$ cat src/shared/spc_pkg.sv
// Functional notes
// - reset or low-power entry clears control to 00
// - cpu reads and writes every control bit anytime
// - bit 7 gates transmit-empty request
// - transmit-empty request drops when flag or enable clears
// - bit 6 gates receive-full and receive-error requests
// - receive requests drop when flag or enable clears
// - transmit disabled holds transmit-empty flag at one
// - data write with transmit enabled clears empty flag, starts transmission
// - transmit pin serial only when port-mode bit set
// - receive pin serial only while receive enabled
// - receive disable leaves receive flags untouched
// - receive starts on start bit or clock
// - wake enable acts only async multiprocessor mode
// - wake enable suppresses reception until marked character
// - marked character sets flag, clears wake enable
// - bit 2 gates transmit-end request
// - transmit-end request drops when end flag or enable clears
// - clock select pair picks source and pin function
// - async clock output runs at bit rate
// - empty flag set on transfer or while transmit disabled, cleared on write while enabled
// - full flag set on clean reception transfer
package spc_pkg;
  // ==========================================================
  // register map, word index on the plain register port
  localparam int         ADDR_W     = 3;
  localparam logic [2:0] OFS_MODE   = 3'h0;
  localparam logic [2:0] OFS_RATE   = 3'h1;
  localparam logic [2:0] OFS_CTRL   = 3'h2;
  localparam logic [2:0] OFS_TXHOLD = 3'h3;
  localparam logic [2:0] OFS_STATUS = 3'h4;
  localparam logic [2:0] OFS_RXHOLD = 3'h5;
  localparam logic [2:0] OFS_PORT   = 3'h6;
  // ==========================================================
  // values after reset
  localparam logic [7:0] CTRL_RST   = 8'h00;
  localparam logic [7:0] MODE_RST   = 8'h00;
  localparam logic [7:0] RATE_RST   = 8'h00;
  localparam logic [7:0] TXHOLD_RST = 8'hFF;
  localparam logic [7:0] RXHOLD_RST = 8'h00;
  localparam logic [7:0] STATUS_RST = 8'h84;
  localparam logic [7:0] PORT_RST   = 8'h00;
  // ==========================================================
  // status field positions that software may clear
  localparam int ST_CLR_LO = 3;
  localparam int ST_CLR_HI = 7;
  // ==========================================================
  // timing counts
  localparam logic [3:0] OVS_LAST  = 4'hF;  // sixteen ticks per async bit
  localparam logic [3:0] OVS_MID   = 4'h7;  // middle of the start bit
  localparam logic [3:0] SYNC_BITS = 4'h8;  // clocked mode character
  // ==========================================================
  // register layouts
  typedef struct packed {
    logic tx_empty_irq_en;
    logic rx_irq_en;
    logic transmit_enable;
    logic receive_enable;
    logic multiproc_wake_irq_en;
    logic tx_end_irq_en;
    logic clock_sel_hi;
    logic clock_sel_lo;
  } spc_ctrl_t;
  typedef struct packed {
    logic       sync_mode;
    logic       char7;
    logic       parity_en;
    logic       parity_odd;
    logic       two_stop;
    logic       multiproc_mode;
    logic [1:0] clk_div;
  } spc_mode_t;
  typedef struct packed {
    logic tx_empty_flag;
    logic rx_full_flag;
    logic overrun_flag;
    logic framing_flag;
    logic parity_flag;
    logic tx_end_flag;
    logic rx_multiproc_bit;
    logic tx_multiproc_bit;
  } spc_stat_t;
  typedef struct packed {
    logic tx_empty_request;
    logic rx_full_request;
    logic rx_error_request;
    logic tx_end_request;
  } spc_req_t;
  // ==========================================================
  // state encodings
  typedef enum logic [1:0] {
    TX_IDLE  = 2'b00,
    TX_SHIFT = 2'b01
  } spc_tx_st_t;
  typedef enum logic [1:0] {
    RX_IDLE  = 2'b00,
    RX_START = 2'b01,
    RX_DATA  = 2'b10
  } spc_rx_st_t;
endpackage

$ cat src/spc_sync3.sv
`timescale 1ns/100ps
// three-stage pin synchroniser; output moves once stages two and three agree
module spc_sync3
  import spc_pkg::*;
#(
  parameter logic RST_VAL = 1'b0
) (
  // clock and reset
  input  wire logic clk_sys,
  input  wire logic rstn,
  // pin and clean level
  input  wire logic d,
  output logic      q
);
  logic s1;  // metastable stage, read only by s2
  logic s2;  // second stage
  logic s3;  // third stage

  // ==========================================================
  // shift chain plus agreement filter
  always_ff @(posedge clk_sys or negedge rstn) begin
    if (!rstn) begin
      s1 <= RST_VAL;
      s2 <= RST_VAL;
      s3 <= RST_VAL;
      q  <= RST_VAL;
    end else begin
      s1 <= d;
      s2 <= s1;
      s3 <= s2;
      // a lone glitch between stages never reaches the output
      if (s2 == s3) begin
        q <= s3;
      end
    end
  end
endmodule

$ cat src/spc_serial_port.sv
// Design decisions made here: the register addresses and the address-and-strobe port.
`timescale 1ns/100ps
// serial port control block with compact transmitter and receiver
module spc_serial_port
  import spc_pkg::*;
(
  // clock and reset
  input  wire logic              clk_sys,
  input  wire logic              rstn,
  // low-power entry, same clock domain, clears control, mode, status and data registers like reset; rate keeps its value
  input  wire logic              lp_clear,
  // register port
  input  wire logic [ADDR_W-1:0] addr,
  input  wire logic [7:0]        wdata,
  input  wire logic              wr,
  input  wire logic              rd,
  output logic      [7:0]        rdata,
  // serial pins
  input  wire logic              rxd_pin,
  output logic                   txd_o,
  output logic                   txd_serial,
  output logic                   rxd_serial,
  input  wire logic              sck_i,
  output logic                   sck_o,
  output logic                   sck_oe,
  // interrupt request levels
  output spc_req_t               req
);
  // ==========================================================
  // registers
  spc_ctrl_t  ctrl;        // serial_control
  spc_mode_t  mode;        // serial_mode
  spc_stat_t  stat;        // serial_status
  logic [7:0] rate;        // bit-rate divider
  logic [7:0] tx_holding;  // transmit data
  logic [7:0] rx_holding;  // received data
  logic       port_mode_7; // transmit pin selects serial function
  logic [4:0] clr_armed;   // flag read as one, may now be cleared

  // ==========================================================
  // address decode
  wire wr_ctrl = wr && (addr == OFS_CTRL);
  wire wr_mode = wr && (addr == OFS_MODE);
  wire wr_rate = wr && (addr == OFS_RATE);
  wire wr_tx   = wr && (addr == OFS_TXHOLD);
  wire wr_stat = wr && (addr == OFS_STATUS);
  wire wr_port = wr && (addr == OFS_PORT);
  wire rd_stat = rd && (addr == OFS_STATUS);
  wire rd_rx   = rd && (addr == OFS_RXHOLD);

  // ==========================================================
  // clock source
  logic        rx_sync;     // cleaned receive pin
  logic        sck_sync;    // cleaned clock pin
  logic        sck_prev;    // for edge finding
  logic [11:0] div_cnt;     // internal tick divider
  logic [3:0]  ovs_cnt;     // sixteenth-of-bit counter
  logic        sck_phase;   // clocked-mode internal clock level

  spc_sync3 #(.RST_VAL(1'b1)) u_rx_sync (
    .clk_sys (clk_sys),
    .rstn    (rstn),
    .d       (rxd_pin),
    .q       (rx_sync)
  );
  spc_sync3 #(.RST_VAL(1'b0)) u_sck_sync (
    .clk_sys (clk_sys),
    .rstn    (rstn),
    .d       (sck_i),
    .q       (sck_sync)
  );

  wire [3:0]  div_sh   = (mode.clk_div == 2'b00) ? 4'h0 :
                         (mode.clk_div == 2'b01) ? 4'h2 : 4'h4;
  wire [11:0] div_top  = ((12'(rate) + 12'h001) << div_sh) - 12'h001;
  wire        tick_int = (div_cnt == div_top);
  wire        sck_rise = sck_sync && !sck_prev;
  wire        ext_clk  = ctrl.clock_sel_hi;
  wire        tick16   = ext_clk ? sck_rise : tick_int;
  // clocked mode moves one bit per rising clock edge
  wire        sync_ev  = ext_clk ? sck_rise : (tick_int && !sck_phase);
  wire        bit_ev   = mode.sync_mode ? sync_ev : (tick16 && ovs_cnt == OVS_LAST);

  // divider and bit-phase counters
  always_ff @(posedge clk_sys or negedge rstn) begin
    if (!rstn) begin
      div_cnt   <= 12'h000;
      ovs_cnt   <= 4'h0;
      sck_phase <= 1'b0;
      sck_prev  <= 1'b0;
    end else begin
      div_cnt   <= tick_int ? 12'h000 : div_cnt + 12'h001;
      ovs_cnt   <= tick16 ? ovs_cnt + 4'h1 : ovs_cnt;
      sck_phase <= tick_int ? !sck_phase : sck_phase;
      sck_prev  <= sck_sync;
    end
  end

  // ==========================================================
  // frame shape shared by transmitter and receiver
  function automatic logic [3:0] frame_len(input spc_mode_t m);
    // data bits, parity or marker bit, first stop bit
    frame_len = (m.char7 ? 4'h7 : 4'h8) + 4'(m.parity_en || m.multiproc_mode) + 4'h1;
  endfunction

  // ==========================================================
  // transmitter
  spc_tx_st_t tx_st;
  logic [11:0] tx_sh;   // start bit first, shifted out at the bottom
  logic [3:0]  tx_left; // bits still to send
  logic [11:0] tx_frame;
  logic [3:0]  tx_len;
  wire         par_tx  = ^(mode.char7 ? {1'b0, tx_holding[6:0]} : tx_holding) ^ mode.parity_odd;
  wire         extra   = mode.multiproc_mode ? stat.tx_multiproc_bit : par_tx;
  wire         has_ext = mode.parity_en || mode.multiproc_mode;
  wire tx_load = (tx_st == TX_IDLE) && bit_ev && ctrl.transmit_enable && !stat.tx_empty_flag;
  wire tx_last = (tx_st == TX_SHIFT) && bit_ev && (tx_left == 4'h1);

  // build the outgoing character once, before it enters the shifter
  always_comb begin
    tx_frame = 12'hFFF;
    if (mode.sync_mode) begin
      tx_frame[7:0] = tx_holding;
      tx_len        = SYNC_BITS;
    end else begin
      tx_frame[0] = 1'b0;
      tx_frame[7:1] = tx_holding[6:0];
      if (mode.char7) begin
        tx_frame[8] = has_ext ? extra : 1'b1;
      end else begin
        tx_frame[8] = tx_holding[7];
        tx_frame[9] = has_ext ? extra : 1'b1;
      end
      tx_len = frame_len(mode) + 4'(mode.two_stop) + 4'h1;
    end
  end

  // shifter sequence
  always_ff @(posedge clk_sys or negedge rstn) begin
    if (!rstn) begin
      tx_st   <= TX_IDLE;
      tx_sh   <= 12'hFFF;
      tx_left <= 4'h0;
      txd_o   <= 1'b1;
    end else if (lp_clear) begin
      tx_st   <= TX_IDLE;
      tx_sh   <= 12'hFFF;
      tx_left <= 4'h0;
      txd_o   <= 1'b1;
    end else begin
      case (tx_st)
        TX_IDLE: begin
          txd_o <= 1'b1;
          if (tx_load) begin
            tx_sh   <= tx_frame;
            tx_left <= tx_len;
            tx_st   <= TX_SHIFT;
          end
        end
        TX_SHIFT: begin
          if (bit_ev) begin
            txd_o   <= tx_sh[0];
            tx_sh   <= {1'b1, tx_sh[11:1]};
            tx_left <= tx_left - 4'h1;
            if (tx_left == 4'h1) begin
              tx_st <= TX_IDLE;
            end
          end
        end
        default: tx_st <= TX_IDLE;
      endcase
    end
  end

  // ==========================================================
  // receiver
  spc_rx_st_t rx_st;
  logic [10:0] rx_sh;    // bits enter at the top
  logic [3:0]  rx_left;
  logic [3:0]  rx_ovs;
  logic        rx_done;  // character complete, judged next cycle
  wire         rx_line = ctrl.receive_enable ? rx_sync : 1'b1;
  wire [3:0]   rx_len  = mode.sync_mode ? SYNC_BITS : frame_len(mode);
  wire         rx_samp = mode.sync_mode ? sync_ev : (tick16 && rx_ovs == OVS_LAST);

  // start detection and bit sampling
  always_ff @(posedge clk_sys or negedge rstn) begin
    if (!rstn) begin
      rx_st   <= RX_IDLE;
      rx_sh   <= 11'h000;
      rx_left <= 4'h0;
      rx_ovs  <= 4'h0;
      rx_done <= 1'b0;
    end else if (lp_clear) begin
      rx_st   <= RX_IDLE;
      rx_left <= 4'h0;
      rx_done <= 1'b0;
    end else begin
      rx_done <= 1'b0;
      case (rx_st)
        RX_IDLE: begin
          rx_ovs <= 4'h0;
          if (ctrl.receive_enable && mode.sync_mode && sync_ev) begin
            rx_sh   <= {rx_line, rx_sh[10:1]};
            rx_left <= SYNC_BITS - 4'h1;
            rx_st   <= RX_DATA;
          end else if (ctrl.receive_enable && !mode.sync_mode && tick16 && !rx_line) begin
            rx_st <= RX_START;
          end
        end
        RX_START: begin
          if (tick16) begin
            rx_ovs <= rx_ovs + 4'h1;
            if (rx_ovs == OVS_MID - 4'h1) begin
              // a start bit gone high by its middle was only noise
              rx_st   <= rx_line ? RX_IDLE : RX_DATA;
              rx_ovs  <= 4'h0;
              rx_left <= rx_len;
            end
          end
        end
        RX_DATA: begin
          if (tick16 && !mode.sync_mode) begin
            rx_ovs <= rx_ovs + 4'h1;
          end
          if (rx_samp) begin
            rx_sh   <= {rx_line, rx_sh[10:1]};
            rx_left <= rx_left - 4'h1;
            if (rx_left == 4'h1) begin
              rx_done <= 1'b1;
              rx_st   <= RX_IDLE;
            end
          end
        end
        default: rx_st <= RX_IDLE;
      endcase
    end
  end

  // character fields, aligned down from the top of the shifter
  wire [10:0] rx_frm   = rx_sh >> (4'hB - rx_len);
  wire [7:0]  rx_data  = mode.char7 && !mode.sync_mode ? {1'b0, rx_frm[6:0]} : rx_frm[7:0];
  wire        rx_ext   = mode.char7 ? rx_frm[7] : rx_frm[8];
  wire        rx_stop  = rx_frm[rx_len - 4'h1];
  wire        mp_act   = !mode.sync_mode && mode.multiproc_mode;
  wire        mp_skip  = mp_act && ctrl.multiproc_wake_irq_en && !rx_ext;
  wire        mp_hit   = mp_act && rx_ext && rx_done;
  wire        rx_take  = rx_done && !mp_skip;
  wire        e_over   = rx_take && stat.rx_full_flag;
  wire        e_frame  = rx_take && !e_over && !mode.sync_mode && !rx_stop;
  wire        e_par    = rx_take && !e_over && !e_frame && !mp_act && !mode.sync_mode &&
                         mode.parity_en && ((^rx_data ^ rx_ext) != mode.parity_odd);
  wire        rx_good  = rx_take && !e_over && !e_frame && !e_par;

  // ==========================================================
  // status next values; every set is applied after its clear
  logic [4:0] sw_clr;
  spc_stat_t  next_stat;
  assign sw_clr = wr_stat ? (~wdata[ST_CLR_HI:ST_CLR_LO] & clr_armed) : 5'h00;

  always_comb begin
    next_stat = stat;
    // software clears: write zero after reading one; data write and data read clear too
    if (sw_clr[4] || wr_tx) next_stat.tx_empty_flag = 1'b0;
    if (sw_clr[3] || rd_rx) next_stat.rx_full_flag = 1'b0;
    if (sw_clr[2]) next_stat.overrun_flag = 1'b0;
    if (sw_clr[1]) next_stat.framing_flag = 1'b0;
    if (sw_clr[0]) next_stat.parity_flag = 1'b0;
    if (wr_tx) next_stat.tx_end_flag = 1'b0;
    if (wr_stat) next_stat.tx_multiproc_bit = wdata[0];
    // hardware sets
    if (tx_load || !ctrl.transmit_enable) next_stat.tx_empty_flag = 1'b1;
    if (tx_last && stat.tx_empty_flag && !wr_tx) next_stat.tx_end_flag = 1'b1;
    if (rx_good) next_stat.rx_full_flag = 1'b1;
    if (e_over) next_stat.overrun_flag = 1'b1;
    if (e_frame) next_stat.framing_flag = 1'b1;
    if (e_par) next_stat.parity_flag = 1'b1;
    if (rx_take && mp_act) next_stat.rx_multiproc_bit = rx_ext;
  end

  // ==========================================================
  // register writes; nothing here touches receive flags on enable changes
  always_ff @(posedge clk_sys or negedge rstn) begin
    if (!rstn) begin
      ctrl <= CTRL_RST;
      mode <= MODE_RST;
      rate <= RATE_RST;
      port_mode_7 <= PORT_RST[0];
      tx_holding  <= TXHOLD_RST;
    end else if (lp_clear) begin
      ctrl <= CTRL_RST;
      mode <= MODE_RST;
      port_mode_7 <= PORT_RST[0];
      tx_holding  <= TXHOLD_RST;
    end else begin
      if (wr_ctrl) ctrl <= spc_ctrl_t'(wdata);
      // the wake enable drops on a marked character, after any write
      if (mp_hit) ctrl.multiproc_wake_irq_en <= 1'b0;
      if (wr_mode) mode <= spc_mode_t'(wdata);
      if (wr_rate) rate <= wdata;
      if (wr_port) port_mode_7 <= wdata[0];
      if (wr_tx) tx_holding <= wdata;
    end
  end

  // flags, received data and clear arming
  always_ff @(posedge clk_sys or negedge rstn) begin
    if (!rstn) begin
      stat       <= STATUS_RST;
      rx_holding <= RXHOLD_RST;
      clr_armed  <= 5'h00;
    end else if (lp_clear) begin
      stat       <= STATUS_RST;
      rx_holding <= RXHOLD_RST;
      clr_armed  <= 5'h00;
    end else begin
      stat <= next_stat;
      // framing errors still deliver data; overruns lose it
      if (rx_good || e_frame || e_par) rx_holding <= rx_data;
      if (rd_stat) clr_armed <= clr_armed | stat[ST_CLR_HI:ST_CLR_LO];
      else if (wr_stat) clr_armed <= clr_armed & ~sw_clr;
    end
  end

  // ==========================================================
  // read port and registered pin and request outputs
  wire [7:0] rd_mux = (addr == OFS_CTRL)   ? ctrl :
                      (addr == OFS_MODE)   ? mode :
                      (addr == OFS_RATE)   ? rate :
                      (addr == OFS_TXHOLD) ? tx_holding :
                      (addr == OFS_STATUS) ? stat :
                      (addr == OFS_RXHOLD) ? rx_holding :
                      (addr == OFS_PORT)   ? {7'h00, port_mode_7} : 8'h00;
  wire sck_out_en = !ext_clk && (mode.sync_mode || ctrl.clock_sel_lo);
  wire sck_level  = mode.sync_mode ? sck_phase : ovs_cnt[3];

  always_ff @(posedge clk_sys or negedge rstn) begin
    if (!rstn) begin
      rdata      <= 8'h00;
      txd_serial <= 1'b0;
      rxd_serial <= 1'b0;
      sck_o      <= 1'b0;
      sck_oe     <= 1'b0;
      req        <= '0;
    end else begin
      rdata      <= rd ? rd_mux : 8'h00;
      txd_serial <= port_mode_7;
      rxd_serial <= ctrl.receive_enable;
      sck_o      <= sck_out_en && sck_level;
      sck_oe     <= sck_out_en;
      req.tx_empty_request <= ctrl.tx_empty_irq_en && next_stat.tx_empty_flag;
      req.rx_full_request  <= ctrl.rx_irq_en && next_stat.rx_full_flag;
      req.rx_error_request <= ctrl.rx_irq_en && (next_stat.overrun_flag ||
                              next_stat.framing_flag || next_stat.parity_flag);
      req.tx_end_request   <= ctrl.tx_end_irq_en && next_stat.tx_end_flag;
    end
  end
endmodule

$ cat config.mk
export PLATFORM = sky130hd
export DESIGN_NAME = spc_serial_port
export DESIGN_NICKNAME = d
export VERILOG_FILES = /design/src/shared/spc_pkg.sv /design/src/spc_sync3.sv /design/src/spc_serial_port.sv
export SDC_FILE = /design/constraint.sdc
export NUM_CORES = 1
export LEC_CHECK = 0
export BUFFER_PORTS_ARGS = -buffer_cell sky130_fd_sc_hd__buf_2
export CORE_ASPECT_RATIO = 0.7
export CORE_MARGIN = 8
export CORE_UTILIZATION = 25
export CTS_BUF_LIST = sky130_fd_sc_hd__clkbuf_8 sky130_fd_sc_hd__clkbuf_16
export DETAILED_ROUTE_END_ITERATION = 10
export PLACE_DENSITY_LB_ADDON = 0.1
export SLEW_MARGIN = 20
export SYNTH_ARGS = -nofsm -noshare
export SYNTH_HDL_FRONTEND = slang
export SYNTH_SLANG_ARGS = --single-unit
$ cat constraint.sdc
create_clock -name clk_sys -period 4.1 [get_ports clk_sys]
set_clock_uncertainty 0.2 [all_clocks]
set_input_delay 0.82 -clock clk_sys [delete_from_list [all_inputs] [get_ports clk_sys]]
set_output_delay 0.82 -clock clk_sys [all_outputs]
set_load 0.01 [all_outputs]
==> flow_metrics.env, run 1 <==
export IMPL_finalHoldWorstSlack_ps=149
export IMPL_wirelength_um=28000
export IMPL_slew_viol_final=0
export IMPL_hpwl_um=20300
export IMPL_die_x_um=235
export IMPL_die_area_mm2=0.0396
export IMPL_synthFlopType="dfrtp_1"
export IMPL_synthMuxAreaShare=0.103
export IMPL_antenna_found_initial=1
export IMPL_synth_simple_area_share=0.199
export IMPL_die_height_um=169
export IMPL_fin_crit_ps=4040
export IMPL_root_buffer="clkbuf_16"
export IMPL_boundaryPins=35
export IMPL_rsz0062_at_grt="yes"
export IMPL_yosysMostFrequentCell="nand2_1"
export IMPL_synth_common_cells="nand2_1 (117), dfrtp_1 (109), a21oi_1 (66)"
export IMPL_multi_input_area_mm2=0.00473
export IMPL_yosys_area_top_type="dfrtp_1"
export IMPL_worst_path_max_fanout=7
export IMPL_cts_sink_count=134
export IMPL_layout_setup_ws_ps=57.1
export IMPL_fin_area_mm2=0.0103
export IMPL_synth_nets=947
export IMPL_nets=1035
export IMPL_arrival_ps=4170
export IMPL_place_area_mm2=0.00946
export IMPL_place_congestion=0.798
export IMPL_first_global_vias=6750
export IMPL_numCtsBuffers=17
export IMPL_drtIter0Drc=622
export IMPL_io_buffers=34
export IMPL_cp_required_ps=4220
export IMPL_drc=0
export IMPL_hold_path_class="flop to flop"
export IMPL_synth_fa_ha_area_frac=0.0294
export IMPL_synth_top_cell_area_share=0.326
export IMPL_hold_buffers=0
export IMPL_cts_tree="done"
export IMPL_grt_start_max_net_pins=85
export IMPL_utilization=0.310
export IMPL_synth_top_family_by_area="simple AND/OR/NAND/NOR gates"
export IMPL_ir_drop_uv=211
export IMPL_drv_cap=0
export IMPL_clockBufferDepth=2
export IMPL_worst_slew_pin_slew_ps=926
export IMPL_worstSetupStartpointType="flop"
export IMPL_fin_cells=1447
export IMPL_seq_area_mm2=0.00339
export IMPL_synth_seq_area_share=0.405
export IMPL_antenna_left=0
export IMPL_synthCells=911
export IMPL_antenna_cells=0
export IMPL_outcome="completed"
export IMPL_yosysWarnings=0
export IMPL_synth_area_leaders="dfrtp_1 (33%), dfstp_2 (7.9%), nand2_1 (5.3%)"
export IMPL_wl_per_cell_um=19.4
export IMPL_yosys_area_share_xor_xnor=0.0550
export IMPL_synth_edf_count=0
export IMPL_syn_to_final_growth_pct=23.3
export IMPL_via_per_inst=4.86
export IMPL_h_tree_depth=4
export IMPL_synth_compound_area_frac=0.162
export IMPL_drive_gt1_frac=0.261
export IMPL_slew_headroom=0.377
export IMPL_overflow=0
export IMPL_synthArstFlopShare=1.00
export IMPL_coreArea_mm2=0.0332
export IMPL_power_density_mw_per_mm2=468
export IMPL_path_class="flop to flop"
export IMPL_rows=56
export IMPL_tns_ps=0
export IMPL_synth_seq_cells=134
export IMPL_grt_first_pass_wirelength_um=43100
export IMPL_initial_core_util=0.252
export IMPL_power_mw=4.82
export IMPL_hold_viol_final=0
export IMPL_max_clock_freq_mhz=247
export IMPL_dp_cells=1406
export IMPL_vias=7029
export IMPL_place_ws_ps=-27.2
export IMPL_critPathCaptureType="flop"
export IMPL_worstSkewPairLatency_ps=440
export IMPL_syn_avg_cell_area_um2=9.17
export IMPL_dr_pass1_iters=5
export IMPL_grt_usage=0.144
export IMPL_fillers=3521
export IMPL_syn_cell_area_mm2=0.00836
export IMPL_fin_crit_sh=0.986
export IMPL_finalSetupViolCount=0
export IMPL_leakage_nw=4.49
export IMPL_ys_types=86
export IMPL_path_clk_slew_ps=60
==> cell families (layout without fill, tap and decap cells) <==
logic type	after synthesis	after routing
compound gates	211	211
xor+xnor	50	50
fa+ha+maj	20	20
buf+inv	94	194
flops	134	134
mux	71	71
simple gates	331	332
==> placed cells by master (no fill, tap or decap), drive strengths merged, types with 8 or more instances in the layout <==
cell type / count
buf: 121
nand2: 117
dfrtp: 109
a21oi: 68
nor2: 59
o21ai: 47
inv: 41
mux2: 41
xnor2: 34
nand3: 32
dfstp: 25
nor3: 25
mux2i: 24
clkbuf: 21
ha: 18
a22oi: 16
xor2: 15
a211oi: 14
nor2b: 13
and3: 13
and2: 12
nand2b: 10
nand4: 10
o22ai: 8
a31oi: 8
or2: 8
==> area by class of cell <==
class | instances | area share
multi-input combinational | 684 | 0.459
clock inverter | 11 | 0.0126
inverter | 41 | 0.0153
clock buffer | 21 | 0.0466
timing repair buffer | 121 | 0.0849
sequential | 134 | 0.329
tap | 435 | 0.0528
==> worst paths after layout <==
check	startpoint	to	slack [ps]	cells after the start
min	u_sck_sync.s1	u_sck_sync.s2	150	0
min in group asynchronous	rstn	stat[6]	280	1
min reg2reg	u_sck_sync.s1	u_sck_sync.s2	150	0
max in group asynchronous	rstn	u_rx_sync.s2	2580	2
max reg2reg	rate[0]	rx_sh[6]	60	13
max	rate[0]	rx_sh[6]	60	13
==> state kept, by name (all words and copies together), names as in the netlist, 5 cells and up <==
| name | cells |
|---|---|
| tx_holding | 8 |
| rx_sh | 11 |
| rdata | 8 |
| rate | 8 |
| stat | 8 |
| clr_armed | 5 |
| mode | 8 |
| ctrl | 7 |
| div_cnt | 12 |
| rx_holding | 8 |
| tx_sh | 10 |
==> critical path, stage by stage, from the launching register on <==
cell,delay (ps)
dfrtp_1,410
ha_4,200
and4_4,200
a222oi_1,380
o21ai_2,130
nor4b_4,170
and2_4,180
or4_4,510
o311a_2,170
buf_4,150
nor3_4,220
a21oi_4,100
or4_4,580
mux2_4,320
==> repair_timing <==
item,4_1_cts,5_1_grt
resized for setup,7,26
cloned,1,0
setup endpoints to repair,10,29
buffers inserted,1,7
pin swaps,5,10
==> where the power goes <==
part / internal (mW) / leakage (nW) / total, mW / switching (mW)
clock: 1.01 / 0.311 / 1.64 / 0.629
sequential: 1.48 / 1.69 / 1.66 / 0.183
combinational: 0.736 / 2.49 / 1.52 / 0.784
total: 3.22 / 4.49 / 4.82 / 1.60
==> routing by layer <==
metal | GRT usage | part of all wire | vias to the layer above
li1 | - | - | 3436
met1 | 0.232 | 0.56 | 3433
met2 | 0.185 | 0.38 | 147
met3 | 0.0326 | 0.045 | 13
met4 | 0.0304 | 0.0084 | 0
met5 | 0 | 0 | -
No activity file was read; power rests on OpenSTA's default activity.
==> inputs of run 2 (changes only) <==
--- a/config.mk
+++ b/config.mk
@@ -6,7 +6,7 @@
 export NUM_CORES = 1
 export LEC_CHECK = 0
 export BUFFER_PORTS_ARGS = -buffer_cell sky130_fd_sc_hd__buf_2
-export CORE_ASPECT_RATIO = 0.7
+export CORE_ASPECT_RATIO = 1.5
 export CORE_MARGIN = 8
 export CORE_UTILIZATION = 25
 export CTS_BUF_LIST = sky130_fd_sc_hd__clkbuf_8 sky130_fd_sc_hd__clkbuf_16
==> flow_metrics.env, run 2 (synthesized netlist as in run 1, its figures left out) <==
export IMPL_p_int_mw=3.08
export IMPL_fillers=3538
export IMPL_syn_to_final_growth_pct=22.4
export IMPL_worstSetupStartpointType="flop"
export IMPL_power_frac_seq=0.359
export IMPL_arrival_ps=4190
export IMPL_min_path_cells=0
export IMPL_sw_frac_of_total=0.335
export IMPL_r2r_slack_ps=30
export IMPL_rr_worst_depth=13
export IMPL_drive_gt1_frac=0.264
export IMPL_antenna_left=0
export IMPL_antenna_found_initial=0
export IMPL_final_common_cell="nand2_1"
export IMPL_wl_met3_um=723
export IMPL_worst_path_max_fanout=5
export IMPL_vias=7034
export IMPL_io_buffers=34
export IMPL_first_global_vias=7440
export IMPL_fin_crit_sh=0.993
export IMPL_h_tree_depth=4
export IMPL_hold_viol_final=0
export IMPL_cts_tree="done"
export IMPL_top_layer="met4"
export IMPL_path_class="flop to flop"
export IMPL_numCtsBuffers=17
export IMPL_critPathCaptureType="flop"
export IMPL_power_density_mw_per_mm2=453
export IMPL_rsz0062_at_grt="yes"
export IMPL_worstSkewPairLatency_ps=440
export IMPL_via_per_inst=4.91
export IMPL_wl_met1_um=11500
export IMPL_rows=82
export IMPL_slew_viol_final=0
export IMPL_slew_headroom=0.428
export IMPL_drtIter0Drc=355
export IMPL_overflow=0
export IMPL_max_clock_freq_mhz=246
export IMPL_grt_start_max_net_pins=62
export IMPL_fin_crit_ps=4070
export IMPL_dr_pass1_iters=6
export IMPL_die_x_um=165
export IMPL_outcome="completed"
export IMPL_cts_sink_count=134
export IMPL_ir_drop_uv=240
export IMPL_largest_reg_flops=12
export IMPL_leakage_nw=4.48
export IMPL_initial_core_util=0.252
export IMPL_wl_per_cell_um=19.5
export IMPL_tns_ps=0
export IMPL_die_height_um=240
export IMPL_largest_register="div_cnt"
export IMPL_met2_length_um=14900
export IMPL_root_buffer="clkbuf_16"
export IMPL_reg_top3="div_cnt (12), rx_sh (11), tx_sh (10)"
export IMPL_clockBufferDepth=2
export IMPL_power_mw=4.63
export IMPL_boundaryPins=35
export IMPL_finalSetupViolCount=0
export IMPL_final_cell_mix="nand2_1 (117), dfrtp_1 (106), buf_4 (81), a21oi_1 (64), nor2_1 (59)"
export IMPL_grt_first_pass_wirelength_um=44100
export IMPL_finalHoldWorstSlack_ps=154
export IMPL_drv_cap=0
export IMPL_p_clk_frac=0.321
export IMPL_grt_usage=0.147
export IMPL_cp_required_ps=4220
export IMPL_place_congestion=0.785
export IMPL_antenna_cells=0
export IMPL_nets=1035
export IMPL_path_clk_slew_ps=60
export IMPL_worst_slew_pin_slew_ps=854
export IMPL_hold_path_class="flop to flop"
export IMPL_pwr_share_comb=0.320
export IMPL_die_area_mm2=0.0396
export IMPL_hpwl_um=20700
export IMPL_wirelength_um=27900
export IMPL_drc=0
export IMPL_coreArea_mm2=0.0331
export IMPL_p_sw_mw=1.55
==> run 2: cell types whose count changed in the layout (fill, tap and decap cells not counted), sizes merged <==
cell	delta
bufinv	-2
clkinvlp	+2
clkinv	-1
inv	+1
==> run 2: cell type report <==
class,instances,area (um2),area share
Clock buffer,21,480,0.0470
Tap cell,420,526,0.0514
Inverter,41,158,0.0154
Timing Repair Buffer,121,878,0.0859
Multi-Input combinational cell,684,4710,0.461
Clock inverter,11,83.8,0.00820
Sequential cell,134,3390,0.331
==> run 2: power groups by stage <==
stage                     Sequential (mW)  Clock, mW  Combinational, mW
after floorplan                      1.61          0              0.989
after global placement               1.69          0               1.44
after detailed placement             1.68          0               1.44
after CTS                            1.67       1.53               1.48
after global routing                 1.69       1.59               1.64
final                                1.66       1.49               1.48
==> run 2: through the flow <==
step	cell area [um2]	utilization	std cells	worst slack, ps
global route	10200	0.309	1432	-111
finish	10200	0.309	1432	29.7
floorplan	8360	-	911	10.1
global placement	9480	0.286	1394	-19.4
CTS	10100	0.305	1428	1.57
detailed placement	9480	0.286	1394	-69.3
==> run 2: final timing paths <==
check	from	end
hold / removal	u_sck_sync.s1	u_sck_sync.s2
min in group asynchronous	rstn	rx_holding[3]
setup / recovery	rate[1]	rx_sh[0]
hold reg to reg	u_sck_sync.s1	u_sck_sync.s2
setup reg to reg	rate[1]	rx_sh[0]
max in group asynchronous	rstn	tx_holding[5]
==> run 2: critical path: stages, from the launching register on <==
cell and delay, ps:
dfrtp_1 400, ha_4 180, nand4_1 210, or4_4 550, nor3b_4 180, xnor2_2 160, or2_1 210, o32a_1 310
and2_4 160, o31ai_2 230, buf_4 170, a21oi_4 70, or4_4 580, mux2_1 330
==> run 2: repair_timing <==
action / CTS / global route
pin swaps: 6 / 4
gates cloned: 1 / 0
resized for setup: 14 / 20
endpoints found under the setup margin: 13 / 19
buffers inserted: 1 / 4
hold buffers: 0 / 0
==> run 2: per-layer routing <==
metal / GRT usage / vias to the layer above
li1: - / 3428
met1: 0.166 / 3488
met2: 0.264 / 83
met3: 0.0252 / 35
met4: 0.0643 / 0
met5: 0 / -
==> inputs of run 3 (changes only) <==
--- a/config.mk
+++ b/config.mk
@@ -15,4 +15,5 @@
 export SLEW_MARGIN = 20
 export SYNTH_ARGS = -nofsm -noshare
 export SYNTH_HDL_FRONTEND = slang
+export SYNTH_HIERARCHICAL = 1
 export SYNTH_SLANG_ARGS = --single-unit
==> flow_metrics.env, run 3 <==
export IMPL_grt_met1_usage=0.158
export IMPL_die_x_um=165
export IMPL_synth_area_leaders="dfrtp_1 (33%), dfstp_2 (7.9%), nand2_1 (5.0%)"
export IMPL_synth_seq_cells=134
export IMPL_utilization=0.312
export IMPL_cpPeakStageDelay_ps=510
export IMPL_leakage_nw=4.22
export IMPL_use_met3=0.0227
export IMPL_largest_register="div_cnt"
export IMPL_fillers=3404
export IMPL_h_tree_depth=4
export IMPL_grt_usage=0.141
export IMPL_hold_viol_final=0
export IMPL_path_buf_inv=2
export IMPL_syn_avg_cell_area_um2=9.49
export IMPL_synthCells=875
export IMPL_path_cells="buf_4 -> nand3_2 -> o211a_1 -> a2111oi_4 -> o31ai_4 -> or3_4 -> nor4_4 -> a31o_4 -> o211ai_4 -> a2111oi_4 -> buf_4 -> mux2_1"
export IMPL_cp_required_ps=4220
export IMPL_slew_headroom=0.336
export IMPL_max_clock_freq_mhz=253
export IMPL_coreArea_mm2=0.0326
export IMPL_first_global_vias=6984
export IMPL_hold_path_class="input pin to async pin"
export IMPL_synth_seq_area_share=0.408
export IMPL_overflow=0
export IMPL_worst_path_max_fanout=8
export IMPL_cts_sink_count=134
export IMPL_fin_crit_sh=0.963
export IMPL_drtIter0Drc=373
export IMPL_drc=0
export IMPL_cts_tree="done"
export IMPL_path_class="flop to flop"
export IMPL_yosys_area_top_type="dfrtp_1"
export IMPL_top_usage_layer="met2"
export IMPL_finalSetupViolCount=0
export IMPL_hold_buffers=0
export IMPL_yosysMostFrequentCell="nand2_1"
export IMPL_wirelength_um=27200
export IMPL_arrival_ps=4070
export IMPL_initial_core_util=0.254
export IMPL_root_buffer="clkbuf_16"
export IMPL_place_area_mm2=0.00928
export IMPL_boundaryPins=35
export IMPL_path_clk_slew_ps=60
export IMPL_grt_start_max_net_pins=54
export IMPL_drive_gt1_frac=0.252
export IMPL_antenna_found_initial=0
export IMPL_ir_drop_uv=178
export IMPL_vias=6793
export IMPL_wl_per_cell_um=19.7
export IMPL_outcome="completed"
export IMPL_fin_crit_ps=3950
export IMPL_synthFlopType="dfrtp_1"
export IMPL_largest_reg_flops=12
export IMPL_dr_pass1_iters=4
export IMPL_synth_nets=911
export IMPL_critPathCaptureType="flop"
export IMPL_syn_to_final_growth_pct=22.5
export IMPL_synth_edf_count=0
export IMPL_antenna_cells=0
export IMPL_antenna_left=0
export IMPL_via_per_inst=4.93
export IMPL_io_buffers=34
export IMPL_yosysWarnings=6
export IMPL_slew_viol_final=0
export IMPL_met2_usage=0.259
export IMPL_synth_common_cells="nand2_1 (110), dfrtp_1 (109), nor2_1 (59)"
export IMPL_die_height_um=239
export IMPL_hpwl_um=20000
export IMPL_die_area_mm2=0.0394
export IMPL_synthArstFlopShare=1.00
export IMPL_reg_top3="div_cnt (12), rx_sh (11), tx_sh (10)"
export IMPL_fin_area_mm2=0.0102
export IMPL_worst_slew_pin_slew_ps=988
export IMPL_synth_top_cell_area_share=0.329
export IMPL_numCtsBuffers=17
export IMPL_power_density_mw_per_mm2=412
export IMPL_nets=987
export IMPL_final_cell_mix="nand2_1 (109), dfrtp_1 (106), buf_4 (69), nor2_1 (58), a21oi_1 (49)"
export IMPL_worstSkewPairLatency_ps=440
export IMPL_clockBufferDepth=2
export IMPL_worstSetupStartpointType="flop"
export IMPL_grt_first_pass_wirelength_um=42000
export IMPL_drv_cap=0
export IMPL_final_common_cell="nand2_1"
export IMPL_tns_ps=0
export IMPL_finalHoldWorstSlack_ps=134
export IMPL_syn_cell_area_mm2=0.00830
export IMPL_ys_types=89
export IMPL_slowest_stage="a2111oi_4"
export IMPL_rows=81
export IMPL_place_congestion=0.798
export IMPL_crit_family="compound AO/OA/AOI/OAI gates"
==> run 3: changes by cell type after synthesis, sizes merged, moves of 5 or more <==
cell,previous run,this run
a21oi,68,50
or3,5,10
inv,40,25
clkbuf,41,36
nand2,117,110
nand4,10,5
nand3,32,17
a211o,1,12
nand3b,5,13
or4,5,0
nor2b,13,21
==> run 3: final timing paths <==
kind                                 to          from  depth (start not counted)  slack [ps]
max in group asynchronous    div_cnt[3]          rstn                          2        2650
max                            rx_sh[2]       rate[0]                         12         150
min reg2reg                u_rx_sync/s2  u_rx_sync/s1                          0         160
max reg2reg                    rx_sh[2]       rate[0]                         12         150
min                              req[3]          rstn                          1         130
min in group clk_sys       u_rx_sync/s2  u_rx_sync/s1                          0         160
==> run 3: power breakdown <==
group,switching [mW],leakage (nW),internal (mW)
clock,0.622,0.319,1.05
sequential,0.136,1.73,1.43
combinational,0.515,2.17,0.439
total,1.27,4.22,2.92
==> run 3: cells by family (layout without fill, tap and decap cells) <==
kind of cell,count (synthesis),in the layout,share of synthesized area
AO/OA/AOI/OAI,203,203,0.178
AND/OR/NAND/NOR,319,319,0.192
adder cells (fa/ha/maj),20,20,0.0298
buffers and inverters,75,164,0.0368
XOR/XNOR,55,55,0.0597
flip-flops,134,134,0.408
multiplexers,69,69,0.0968
==> run 3: layout make-up <==
class                   count  area [um2]  share of cell area
inverters                  26        97.6             0.00960
flip-flops and latches    134        3390               0.333
clock buffers              20         467              0.0459
multi-input cells         666        4790               0.471
repair buffers            106         751              0.0738
well taps                 415         519              0.0511
clock inverters            12         159              0.0156
==> run 3: routing by layer <==
layer	up-vias	part of all wire
met5	-	0
met4	0	0.020
met3	28	0.020
met2	91	0.55
met1	3381	0.41
li1	3293	-
==> run 3: repair_timing <==
action | in CTS | in global routing
gates cloned | 0 | 2
pin swaps | 0 | 8
gates resized for setup | 1 | 38
buffers inserted | 0 | 6
setup endpoints to repair | 1 | 46
==> run 3: through the flow <==
stage / std cells / setup slack (ps) / power [mW]
2_1_floorplan: 875 / 55.2 / 2.17
3_3_place_gp: 1339 / 27.6 / 2.48
3_5_place_dp: 1339 / -3.34 / 2.48
4_1_cts: 1371 / 2.05 / 4.19
5_1_grt: 1379 / -14.6 / 4.42
6_report: 1379 / 150 / 4.19
==> run 3: worst reg2reg max path, stage by stage (launching register included) <==
cell and delay, ps:
dfrtp_1 360, buf_4 170, nand3_2 110, o211a_1 260, a2111oi_4 480, o31ai_4 210, or3_4 420, nor4_4 300
a31o_4 160, o211ai_4 100, a2111oi_4 510, buf_4 240, mux2_1 330
